<file path="src/core/qrl_defs.vh">
// constants for the queued read and log read command decoder
`ifndef QRL_DEFS_VH
`define QRL_DEFS_VH
// command codes
`define QRL_CMD_QUEUED_READ 8'h60
`define QRL_CMD_LOG_READ 8'h2F
// avalon register word offsets (byte address = 4 * index)
`define QRL_REG_FEAT 4'h0
`define QRL_REG_SCNT 4'h1
`define QRL_REG_SNUM 4'h2
`define QRL_REG_CLOW 4'h3
`define QRL_REG_CHIGH 4'h4
`define QRL_REG_DEVHEAD 4'h5
`define QRL_REG_CMD 4'h6
`define QRL_REG_CTRL 4'h7
`define QRL_REG_STATUS 4'h8
`define QRL_REG_ERRADDR 4'h9
`define QRL_REG_LOGINFO 4'hA
`define QRL_REG_LIMIT 4'hB
`define QRL_REG_DEADLINE 4'hC
// field positions
`define QRL_TAG_HI 7
`define QRL_TAG_LO 3
`define QRL_RBA_BIT 0
`define QRL_QUEUED_PRIORITY_HI 7
`define QRL_QUEUED_PRIORITY_LO 6
`define QRL_FUA_BIT 7
`define QRL_ICC_COARSE_BIT 7
`define QRL_CTRL_HOB_BIT 0
`define QRL_CTRL_RBA_SUP_BIT 1
`define QRL_CTRL_RBA_EN_BIT 2
`define QRL_CTRL_DLABORT_BIT 3
`define QRL_CTRL_FEAT_LO 8
`define QRL_CTRL_FEAT_HI 15
// priority encodings
`define QRL_QUEUED_PRIORITY_NORMAL 2'h0
`define QRL_QUEUED_PRIORITY_ISOCH 2'h1
`define QRL_QUEUED_PRIORITY_HIGH 2'h2
// log addresses
`define QRL_LOG_DIR 8'h00
`define QRL_LOG_ERR 8'h03
`define QRL_LOG_STSHORT 8'h06
`define QRL_LOG_STEXT 8'h07
`define QRL_LOG_POWER 8'h08
`define QRL_LOG_QERR 8'h10
`define QRL_LOG_LINK 8'h11
`define QRL_LOG_QMGMT 8'h12
`define QRL_LOG_REBUILD 8'h15
`define QRL_LOG_WSTRM 8'h21
`define QRL_LOG_RSTRM 8'h22
`define QRL_LOG_IDENT 8'h30
`define QRL_LOG_HOST_LO 8'h80
`define QRL_LOG_HOST_HI 8'h9F
`define QRL_HOST_LOG_LEN 17'h00010
// reset values
`define QRL_CTRL_RESET 16'hFF00
// deadline timing
`define QRL_FINE_MS 10
`define QRL_COARSE_MS 500
`define QRL_CLOCK_MHZ 200
`define QRL_CYC_PER_MS (`QRL_CLOCK_MHZ * 1000)
`endif

</file>
<file path="src/core/qrl_log_map.v">
// log address map: feature set, length and validity of each log
`timescale 1ns/1ps
`include "qrl_defs.vh"
module qrl_log_map (
    input wire [7:0] log_addr,
    input wire [7:0] feature_on,
    output reg known,
    output reg feat_ok,
    output reg [16:0] log_len,
    output reg forbidden
);
    // feature_on bits: 0 error log, 1 self test, 2 power, 3 queuing,
    // 4 link counters, 5 queue mgmt, 6 streaming, 7 rebuild assist
    always @* begin
        known = 1'b1;
        feat_ok = 1'b1;
        log_len = 17'h00001;
        forbidden = 1'b0;
        case (log_addr)
            `QRL_LOG_DIR: begin
                feat_ok = 1'b1;
            end
            `QRL_LOG_ERR: begin
                feat_ok = feature_on[0];
            end
            `QRL_LOG_STSHORT: begin
                forbidden = 1'b1;
            end
            `QRL_LOG_STEXT: begin
                feat_ok = feature_on[1];
            end
            `QRL_LOG_POWER: begin
                feat_ok = feature_on[2];
            end
            `QRL_LOG_QERR: begin
                feat_ok = feature_on[3];
            end
            `QRL_LOG_LINK: begin
                feat_ok = feature_on[4];
            end
            `QRL_LOG_QMGMT: begin
                feat_ok = feature_on[5];
            end
            `QRL_LOG_REBUILD: begin
                feat_ok = feature_on[7];
            end
            `QRL_LOG_WSTRM, `QRL_LOG_RSTRM: begin
                feat_ok = feature_on[6];
            end
            `QRL_LOG_IDENT: begin
                feat_ok = 1'b1;
            end
            default: begin
                // host pages, else reserved / unknown
                if (log_addr >= `QRL_LOG_HOST_LO && log_addr <= `QRL_LOG_HOST_HI) begin
                    log_len = `QRL_HOST_LOG_LEN;
                end else begin
                    known = 1'b0;
                    feat_ok = 1'b0;
                end
            end
        endcase
    end
endmodule // qrl_log_map

</file>
<file path="src/core/qrl_decoder.v">
// queued read and log read parameter decoder with avalon register access
//
// Behaviour
// - queued read code 60h reads media
// - transfer count from feature current/previous
// - rebuild request honoured only if enabled
// - priority bits 7-6: normal, isochronous, high
// - high priority served first, deadlines tried
// - 48-bit address from six bytes
// - deadline valid only for isochronous priority
// - fine deadline (n+1) times 10 ms
// - coarse deadline (n+1) times 0.5 s
// - force bit reads from media
// - force clear allows cached data
// - first error address, high byte select
// - log read code 2Fh, interrupt per block
// - log count from sector count bytes
// - log address and offset from registers
// - transfer starts at requested offset
// - fixed log map with host pages
// - log 06h always aborts
// - link log addresses decoded, others reserved
// - abort on unsupported feature or bad values
// - self-test log holds both address forms
//
// Chosen here: the Avalon-MM register port and the register addresses.
`timescale 1ns/1ps
`include "qrl_defs.vh"
module qrl_decoder (
    input wire clock,
    input wire rst_n,
    input wire [3:0] avs_address,
    input wire avs_read,
    input wire avs_write,
    input wire [31:0] avs_writedata,
    output reg [31:0] avs_readdata,
    output wire avs_waitrequest,
    output reg cmd_valid,
    output reg cmd_is_log,
    output reg [4:0] queue_tag,
    output reg [1:0] queued_priority,
    output reg rebuild_assist_request,
    output reg force_media_read,
    output reg [47:0] start_addr,
    output reg [16:0] xfer_count,
    output reg [7:0] log_addr,
    output reg [15:0] log_offset,
    output reg deadline_valid,
    output reg deadline_abort,
    output reg cmd_aborted,
    input wire media_error,
    input wire [47:0] media_error_addr,
    input wire block_done,
    output reg block_irq
);
    // reset release through two flops
    reg rst_meta_n;
    reg rst_sync_n;
    always @(posedge clock or negedge rst_n) begin
        if (!rst_n) begin
            rst_meta_n <= 1'b0;
            rst_sync_n <= 1'b0;
        end else begin
            rst_meta_n <= 1'b1;
            rst_sync_n <= rst_meta_n;
        end
    end

    // command block bytes, current and previous write; device/head keeps only the current write
    reg [7:0] feat_cur, feat_prev;
    reg [7:0] scnt_cur, scnt_prev;
    reg [7:0] snum_cur, snum_prev;
    reg [7:0] clow_cur, clow_prev;
    reg [7:0] chigh_cur, chigh_prev;
    reg [7:0] devhead;
    // control: hob select, rebuild support/enable, deadline abort, features
    reg [15:0] ctrl;
    // status flags
    reg err_flag;
    reg [47:0] err_addr;
    reg deadline_expired;
    // deadline timer state
    // wide enough for the longest coarse limit at this clock
    reg [33:0] limit_cycles;
    reg [33:0] deadline_cnt;
    reg deadline_run;
    // set in the cycle after a read was captured
    reg rd_hold;

    wire wr_en = avs_write & ~avs_read;
    wire rd_en = avs_read & ~avs_write;
    // reads wait one cycle so data stand when waitrequest drops
    assign avs_waitrequest = rd_en & ~rd_hold;

    // read wait state flag
    always @(posedge clock or negedge rst_sync_n) begin
        if (!rst_sync_n) begin
            rd_hold <= 1'b0;
        end else begin
            rd_hold <= rd_en & ~rd_hold;
        end
    end

    // 16-bit counts: zero means 65536
    function [16:0] count16;
        input [7:0] hi;
        input [7:0] lo;
        begin
            if ({hi, lo} == 16'h0000) begin
                count16 = 17'h10000;
            end else begin
                count16 = {1'b0, hi, lo};
            end
        end
    endfunction

    // deadline in cycles from the completion code
    function [33:0] icc_cycles;
        input [7:0] code;
        reg [33:0] units;
        begin
            units = {27'h0000000, code[6:0]} + 34'h000000001;
            if (code[`QRL_ICC_COARSE_BIT]) begin
                icc_cycles = units * (`QRL_COARSE_MS * `QRL_CYC_PER_MS);
            end else begin
                icc_cycles = units * (`QRL_FINE_MS * `QRL_CYC_PER_MS);
            end
        end
    endfunction

    // log map lookup on the selected log address
    wire map_known;
    wire map_feat_ok;
    wire [16:0] map_len;
    wire map_forbidden;
    qrl_log_map u_map (
        .log_addr(snum_cur),
        .feature_on(ctrl[`QRL_CTRL_FEAT_HI:`QRL_CTRL_FEAT_LO]),
        .known(map_known),
        .feat_ok(map_feat_ok),
        .log_len(map_len),
        .forbidden(map_forbidden)
    );

    wire [16:0] log_cnt = count16(scnt_prev, scnt_cur);
    wire [16:0] log_off = {1'b0, clow_prev, clow_cur};
    // range check of count and offset
    wire log_range_bad = (log_off >= map_len) || ((log_off + log_cnt) > {1'b0, map_len});
    wire log_abort = map_forbidden | ~map_known | ~map_feat_ok | log_range_bad;

    wire cmd_write = wr_en && avs_address == `QRL_REG_CMD;
    wire is_qread = avs_writedata[7:0] == `QRL_CMD_QUEUED_READ;
    wire is_lread = avs_writedata[7:0] == `QRL_CMD_LOG_READ;
    wire [1:0] queued_priority_in = scnt_prev[`QRL_QUEUED_PRIORITY_HI:`QRL_QUEUED_PRIORITY_LO];

    // command block byte writes shift current into previous; devhead and ctrl load directly
    always @(posedge clock or negedge rst_sync_n) begin
        if (!rst_sync_n) begin
            feat_cur <= 8'h00;
            feat_prev <= 8'h00;
            scnt_cur <= 8'h00;
            scnt_prev <= 8'h00;
            snum_cur <= 8'h00;
            snum_prev <= 8'h00;
            clow_cur <= 8'h00;
            clow_prev <= 8'h00;
            chigh_cur <= 8'h00;
            chigh_prev <= 8'h00;
            devhead <= 8'h00;
            ctrl <= `QRL_CTRL_RESET;
        end else if (wr_en) begin
            case (avs_address)
                `QRL_REG_FEAT: begin
                    feat_prev <= feat_cur;
                    feat_cur <= avs_writedata[7:0];
                end
                `QRL_REG_SCNT: begin
                    scnt_prev <= scnt_cur;
                    scnt_cur <= avs_writedata[7:0];
                end
                `QRL_REG_SNUM: begin
                    snum_prev <= snum_cur;
                    snum_cur <= avs_writedata[7:0];
                end
                `QRL_REG_CLOW: begin
                    clow_prev <= clow_cur;
                    clow_cur <= avs_writedata[7:0];
                end
                `QRL_REG_CHIGH: begin
                    chigh_prev <= chigh_cur;
                    chigh_cur <= avs_writedata[7:0];
                end
                `QRL_REG_DEVHEAD: begin
                    devhead <= avs_writedata[7:0];
                end
                `QRL_REG_CTRL: begin
                    ctrl <= avs_writedata[15:0];
                end
                default: begin
                    // other offsets hold no writable state
                end
            endcase
        end
    end

    // command issue: latch decoded parameters
    always @(posedge clock or negedge rst_sync_n) begin
        if (!rst_sync_n) begin
            cmd_valid <= 1'b0;
            cmd_is_log <= 1'b0;
            queue_tag <= 5'h00;
            queued_priority <= 2'h0;
            rebuild_assist_request <= 1'b0;
            force_media_read <= 1'b0;
            start_addr <= 48'h000000000000;
            xfer_count <= 17'h00000;
            log_addr <= 8'h00;
            log_offset <= 16'h0000;
            deadline_valid <= 1'b0;
            limit_cycles <= 34'h000000000;
            cmd_aborted <= 1'b0;
        end else begin
            cmd_valid <= 1'b0;
            if (cmd_write && is_qread) begin
                cmd_valid <= 1'b1;
                cmd_is_log <= 1'b0;
                cmd_aborted <= 1'b0;
                queue_tag <= scnt_cur[`QRL_TAG_HI:`QRL_TAG_LO];
                xfer_count <= count16(feat_prev, feat_cur);
                rebuild_assist_request <= scnt_cur[`QRL_RBA_BIT]
                    & ctrl[`QRL_CTRL_RBA_SUP_BIT] & ctrl[`QRL_CTRL_RBA_EN_BIT];
                queued_priority <= queued_priority_in;
                force_media_read <= devhead[`QRL_FUA_BIT];
                start_addr <= {chigh_prev, clow_prev, snum_prev,
                               chigh_cur, clow_cur, snum_cur};
                deadline_valid <= queued_priority_in == `QRL_QUEUED_PRIORITY_ISOCH;
                limit_cycles <= icc_cycles(feat_cur);
            end else if (cmd_write && is_lread) begin
                cmd_is_log <= 1'b1;
                deadline_valid <= 1'b0;
                xfer_count <= log_cnt;
                log_addr <= snum_cur;
                log_offset <= clow_cur | {clow_prev, 8'h00};
                cmd_aborted <= log_abort;
                cmd_valid <= ~log_abort;
            end
        end
    end

    // isochronous deadline timer
    always @(posedge clock or negedge rst_sync_n) begin
        if (!rst_sync_n) begin
            deadline_cnt <= 34'h000000000;
            deadline_run <= 1'b0;
            deadline_expired <= 1'b0;
            deadline_abort <= 1'b0;
        end else begin
            deadline_abort <= 1'b0;
            if (cmd_valid && deadline_valid && !cmd_is_log) begin
                deadline_cnt <= limit_cycles;
                deadline_run <= 1'b1;
                deadline_expired <= 1'b0;
            end else if (deadline_run && block_done && !cmd_is_log) begin
                // a block finished, stop counting
                deadline_run <= 1'b0;
            end else if (deadline_run) begin
                if (deadline_cnt <= 34'h000000001) begin
                    deadline_run <= 1'b0;
                    deadline_expired <= 1'b1;
                    deadline_abort <= ctrl[`QRL_CTRL_DLABORT_BIT];
                end else begin
                    deadline_cnt <= deadline_cnt - 34'h000000001;
                end
            end
        end
    end

    // error capture and per-block interrupt
    always @(posedge clock or negedge rst_sync_n) begin
        if (!rst_sync_n) begin
            err_flag <= 1'b0;
            err_addr <= 48'h000000000000;
            block_irq <= 1'b0;
        end else begin
            block_irq <= block_done & cmd_is_log;
            if (media_error && !err_flag) begin
                err_flag <= 1'b1;
                err_addr <= media_error_addr;
            end else if (cmd_write && is_qread) begin
                err_flag <= 1'b0;
            end
        end
    end

    // read mux; hob selects upper error bytes
    always @(posedge clock or negedge rst_sync_n) begin
        if (!rst_sync_n) begin
            avs_readdata <= 32'h00000000;
        end else if (rd_en && !rd_hold) begin
            case (avs_address)
                `QRL_REG_FEAT: avs_readdata <= {16'h0000, feat_prev, feat_cur};
                `QRL_REG_SCNT: avs_readdata <= {16'h0000, scnt_prev, scnt_cur};
                `QRL_REG_SNUM: avs_readdata <= {16'h0000, snum_prev, snum_cur};
                `QRL_REG_CLOW: avs_readdata <= {16'h0000, clow_prev, clow_cur};
                `QRL_REG_CHIGH: avs_readdata <= {16'h0000, chigh_prev, chigh_cur};
                `QRL_REG_DEVHEAD: avs_readdata <= {24'h000000, devhead};
                `QRL_REG_CTRL: avs_readdata <= {16'h0000, ctrl};
                `QRL_REG_STATUS: begin
                    avs_readdata <= {27'h0000000, deadline_expired, deadline_run,
                                     cmd_aborted, cmd_is_log, err_flag};
                end
                `QRL_REG_ERRADDR: begin
                    if (ctrl[`QRL_CTRL_HOB_BIT]) begin
                        avs_readdata <= {8'h00, err_addr[47:24]};
                    end else begin
                        avs_readdata <= {8'h00, err_addr[23:0]};
                    end
                end
                `QRL_REG_LOGINFO: avs_readdata <= {15'h0000, map_len};
                `QRL_REG_LIMIT: avs_readdata <= limit_cycles[31:0];
                `QRL_REG_DEADLINE: avs_readdata <= deadline_cnt[31:0];
                default: avs_readdata <= 32'h00000000;
            endcase
        end
    end
    // self-test log content is kept by the back end
endmodule // qrl_decoder

</file>
<file path="config.mk">
export PLATFORM = sky130hd
export DESIGN_NAME = qrl_decoder
export DESIGN_NICKNAME = d
export VERILOG_FILES = /design/src/core/qrl_log_map.v /design/src/core/qrl_decoder.v
export VERILOG_INCLUDE_DIRS = /design/src /design/src/core
export SDC_FILE = /design/constraint.sdc
export NUM_CORES = 1
export LEC_CHECK = 0
export ABC_CLOCK_PERIOD_IN_PS = 9600
export BUFFER_PORTS_ARGS = -buffer_cell sky130_fd_sc_hd__buf_2
export CAP_MARGIN = 10
export CORE_ASPECT_RATIO = 1.2
export CORE_MARGIN = 2
export CORE_UTILIZATION = 55
export CTS_BUF_LIST = sky130_fd_sc_hd__clkbuf_4 sky130_fd_sc_hd__clkbuf_8
export DETAILED_ROUTE_END_ITERATION = 8
export PLACE_DENSITY = 0.79
export SYNTH_ARGS = -nofsm -noshare
export SYNTH_HDL_FRONTEND = slang
export SYNTH_SLANG_ARGS = --single-unit
export TNS_END_PERCENT = 20
</file>
<file path="constraint.sdc">
create_clock -name clock -period 9.6 [get_ports clock]
set_input_delay 0.48 -clock clock [delete_from_list [all_inputs] [get_ports clock]]
set_output_delay 0.48 -clock clock [all_outputs]
set_load 0.005 [all_outputs]
</file>
==> flow_summary.json <==
{
  "status": "finished, final reports clean",
  "antenna_found_initial": 4,
  "place_congestion": 1.02,
  "multiInputGateArea_sq_um": 10700,
  "via_count": 16700,
  "routed_wl_microns": 60800,
  "crit_family": "adder cells",
  "ys_ff_latch": 355,
  "yosysWarningCount": 0,
  "final_cell_mix": "nand2_1, dfrtp_1, buf_2",
  "r2r-start": "feat_cur[0]$_DFFE_PN0P_",
  "fp.dieW_microns": 180,
  "place_ws_ps": 2850,
  "synthArstFlopShare_pct": 100,
  "yosys.area.top_type": "dfrtp_1",
  "cts_buffer_depth": 3,
  "worst_ep_required_time_ps": 10110,
  "fin_nets": 2521,
  "max_stage_delay_ps": 760,
  "hold_path.class": "input pin to flip-flop",
  "synth.avg_cell_area_sq_um": 9.77,
  "grt-busiest-layer": "met2",
  "wire_per_inst_microns": 21.8,
  "clock_latency_ps": 640,
  "start_kind": "flip-flop",
  "crit_chain": "ha_1 -> nand2_1 -> xor2_1 -> inv_1 -> fa_1 -> inv_1 -> fa_1 -> fa_1 -> inv_1 -> fa_1 -> inv_1 -> ha_1 -> a211oi_1 -> nor2_1 -> nor4b_1 -> nor2_1 -> a41oi_1 -> a211o_1 -> o21ai_0 -> xnor2_1 -> o21ai_0",
  "skew_ps": 46.6,
  "use_met3_pct": 4.12,
  "overflow": 0,
  "num_io_pins": 227,
  "syn_inst": 2090,
  "cts_max_level": 2,
  "start_util_pct": 55.6,
  "first_iter_violations": 1559,
  "tns_ps": 0,
  "critPathMaxFanout": 16,
  "grt_util_met1_pct": 38.2,
  "grt_pass1_vias": 16900,
  "drive_gt1_share_pct": 22.7,
  "fin_util_pct": 63.1,
  "critPathLaunch": "feat_cur[0]$_DFFE_PN0P_",
  "area_growth_pct": 13.4,
  "endpoint_kind": "flip-flop",
  "crit_slowest_cell": "fa_1",
  "placed_cell_area_sq_um": 21800,
  "cts_hold_buf": 1,
  "setup_viol": 0,
  "min_period_ps": 6720,
  "maxSlewViolCount": 0,
  "grt_setup_unrepaired": "no",
  "finalHoldViolations": 0,
  "tightest_slew_ps": 1180,
  "cts_setup_buffers": 0,
  "grt_max_degree": 87,
  "cts_tree": "done",
  "dr.pass1.iters": 6,
  "synth_cell_types": 74,
  "final_common_cell": "nand2_1",
  "root_buffer": "clkbuf_8",
  "grt_pass1_wl_microns": 94000,
  "seqCellArea_sq_um": 8900,
  "dp_hpwl_microns": 44500,
  "synth.cell_area_sq_um": 20400,
  "clock_sinks": 355,
  "synth_area_leaders": "dfrtp_1, mux2_2, nand2_1",
  "synth_edf_count": 0,
  "final_antenna_net_count": 0,
  "vias_per_cell": 6.01,
  "fmax_mhz": 149,
  "cts_buffers": 55,
  "clkSlewWorstSetupHoldPaths_ps": 70,
  "arrival_ps": 7240,
  "drc": 0,
  "finalWorstSetupSlack_ps": 2880,
  "ys.flop_type": "dfrtp_1",
  "total_power_uw": 6960,
  "irDropWorstVdd_mv": 0.594,
  "worst-path-buf-inv": 4,
  "fp.dieH_microns": 215,
  "cellPowerDensity_nw_per_um2": 301,
  "die_area_sq_um": 38700,
  "critPathKind": "flip-flop to flip-flop",
  "finalCritPeriodShare_pct": 70.0,
  "syn_nets": 2346,
  "slew_headroom_pct": 21.0,
  "fillers": 2964,
  "core_area_sq_um": 36700,
  "use_met2_pct": 53.4,
  "yosysSeqAreaShare_pct": 43.5,
  "fin_area_sq_um": 23200,
  "synth_top_area_share_pct": 42.5,
  "rows": 77,
  "maxCapViolCount": 0,
  "p_leak_uw": 0.0116,
  "grt_usage_pct": 31.1,
  "cts_resized": 0,
  "port_buffers": 210,
  "hp-start": "media_error_addr[45]"
}
[layer usage]
layer,up-vias,wire [microns]
met1,8303,23100
met4,0,3540
met3,190,3900
met5,-,0
met2,702,30200
li1,7538,-
[power by group]
group / internal, uW / leakage, uW / switching, uW
Clock: 829 / 0.000681 / 619
Combinational: 1530 / 0.00630 / 2090
Sequential: 1670 / 0.00458 / 215
Total: 4040 / 0.0116 / 2930
[layout make-up]
| class | instances | share of cell area [%] |
|---|---|---|
| Clock inverter | 16 | 0.892 |
| Multi-Input combinational cell | 1496 | 46.1 |
| Clock buffer | 85 | 4.65 |
| Antenna cell | 3 | 0.0324 |
| Inverter | 126 | 2.04 |
| Tap cell | 474 | 2.56 |
| Sequential cell | 355 | 38.4 |
| Timing Repair Buffer | 231 | 5.28 |
[stage by stage]
step | hold slack [ps] | cells
3_5_place_dp | 267 | 2680
2_1_floorplan | 184 | 2090
4_1_cts | 52.1 | 2782
5_1_grt | 66.6 | 2784
6_report | 70.4 | 2786
3_3_place_gp | 266 | 2680
[synthesized netlist by cell type, types with 5 or more instances]
cell type,n
nand2_1,433
dfrtp_1,347
mux2_2,156
o21ai_0,130
inv_1,125
ha_1,113
clkbuf_1,106
nor2_1,87
a21oi_1,67
fa_1,53
xnor2_1,50
nand3_1,44
a22oi_1,41
xor2_1,33
nor3_1,27
mux2i_1,22
nor4_1,19
a21o_1,17
a221oi_1,15
a222oi_1,13
nand2b_1,13
a31oi_1,12
nor2b_1,10
nand4_1,9
o31ai_1,9
or3_1,9
and3_1,8
dfstp_2,8
nand3b_1,7
o211ai_1,7
o21bai_1,7
a211oi_1,6
o21a_1,6
o21ai_1,6
and2_1,5
or2_2,5
[final timing paths]
kind / slack [ps] / depth (start not counted) / endpoint
max reg2reg: 2880 / 21 / limit_cycles[33]$_DFFE_PN0P_
max in group asynchronous: 6830 / 2 / clow_cur[3]$_DFFE_PN0P_
max: 2880 / 21 / limit_cycles[33]$_DFFE_PN0P_
min: 70 / 2 / err_addr[45]$_DFFE_PN0P_
min in group asynchronous: 150 / 2 / rst_sync_n$_DFF_PN0_
min reg2reg: 350 / 0 / rst_sync_n$_DFF_PN0_
[cells by family after synthesis]
logic type	share of synthesized area, %
simple gates	15.3
fa+ha+maj	12.1
other cells	0.0184
buf+inv	4.41
xor+xnor	3.56
compound gates	11.4
mux	9.68
flops	43.5
[sequential cells by signal, summed over array words and instances (netlist names), 16 cells and up]
signal and count:
err_addr 48, avs_readdata 32, ctrl 16, xfer_count 17, start_addr 48, deadline_cnt 34, limit_cycles 27, log_offset 16
No activity file was read; power rests on OpenSTA's default activity.
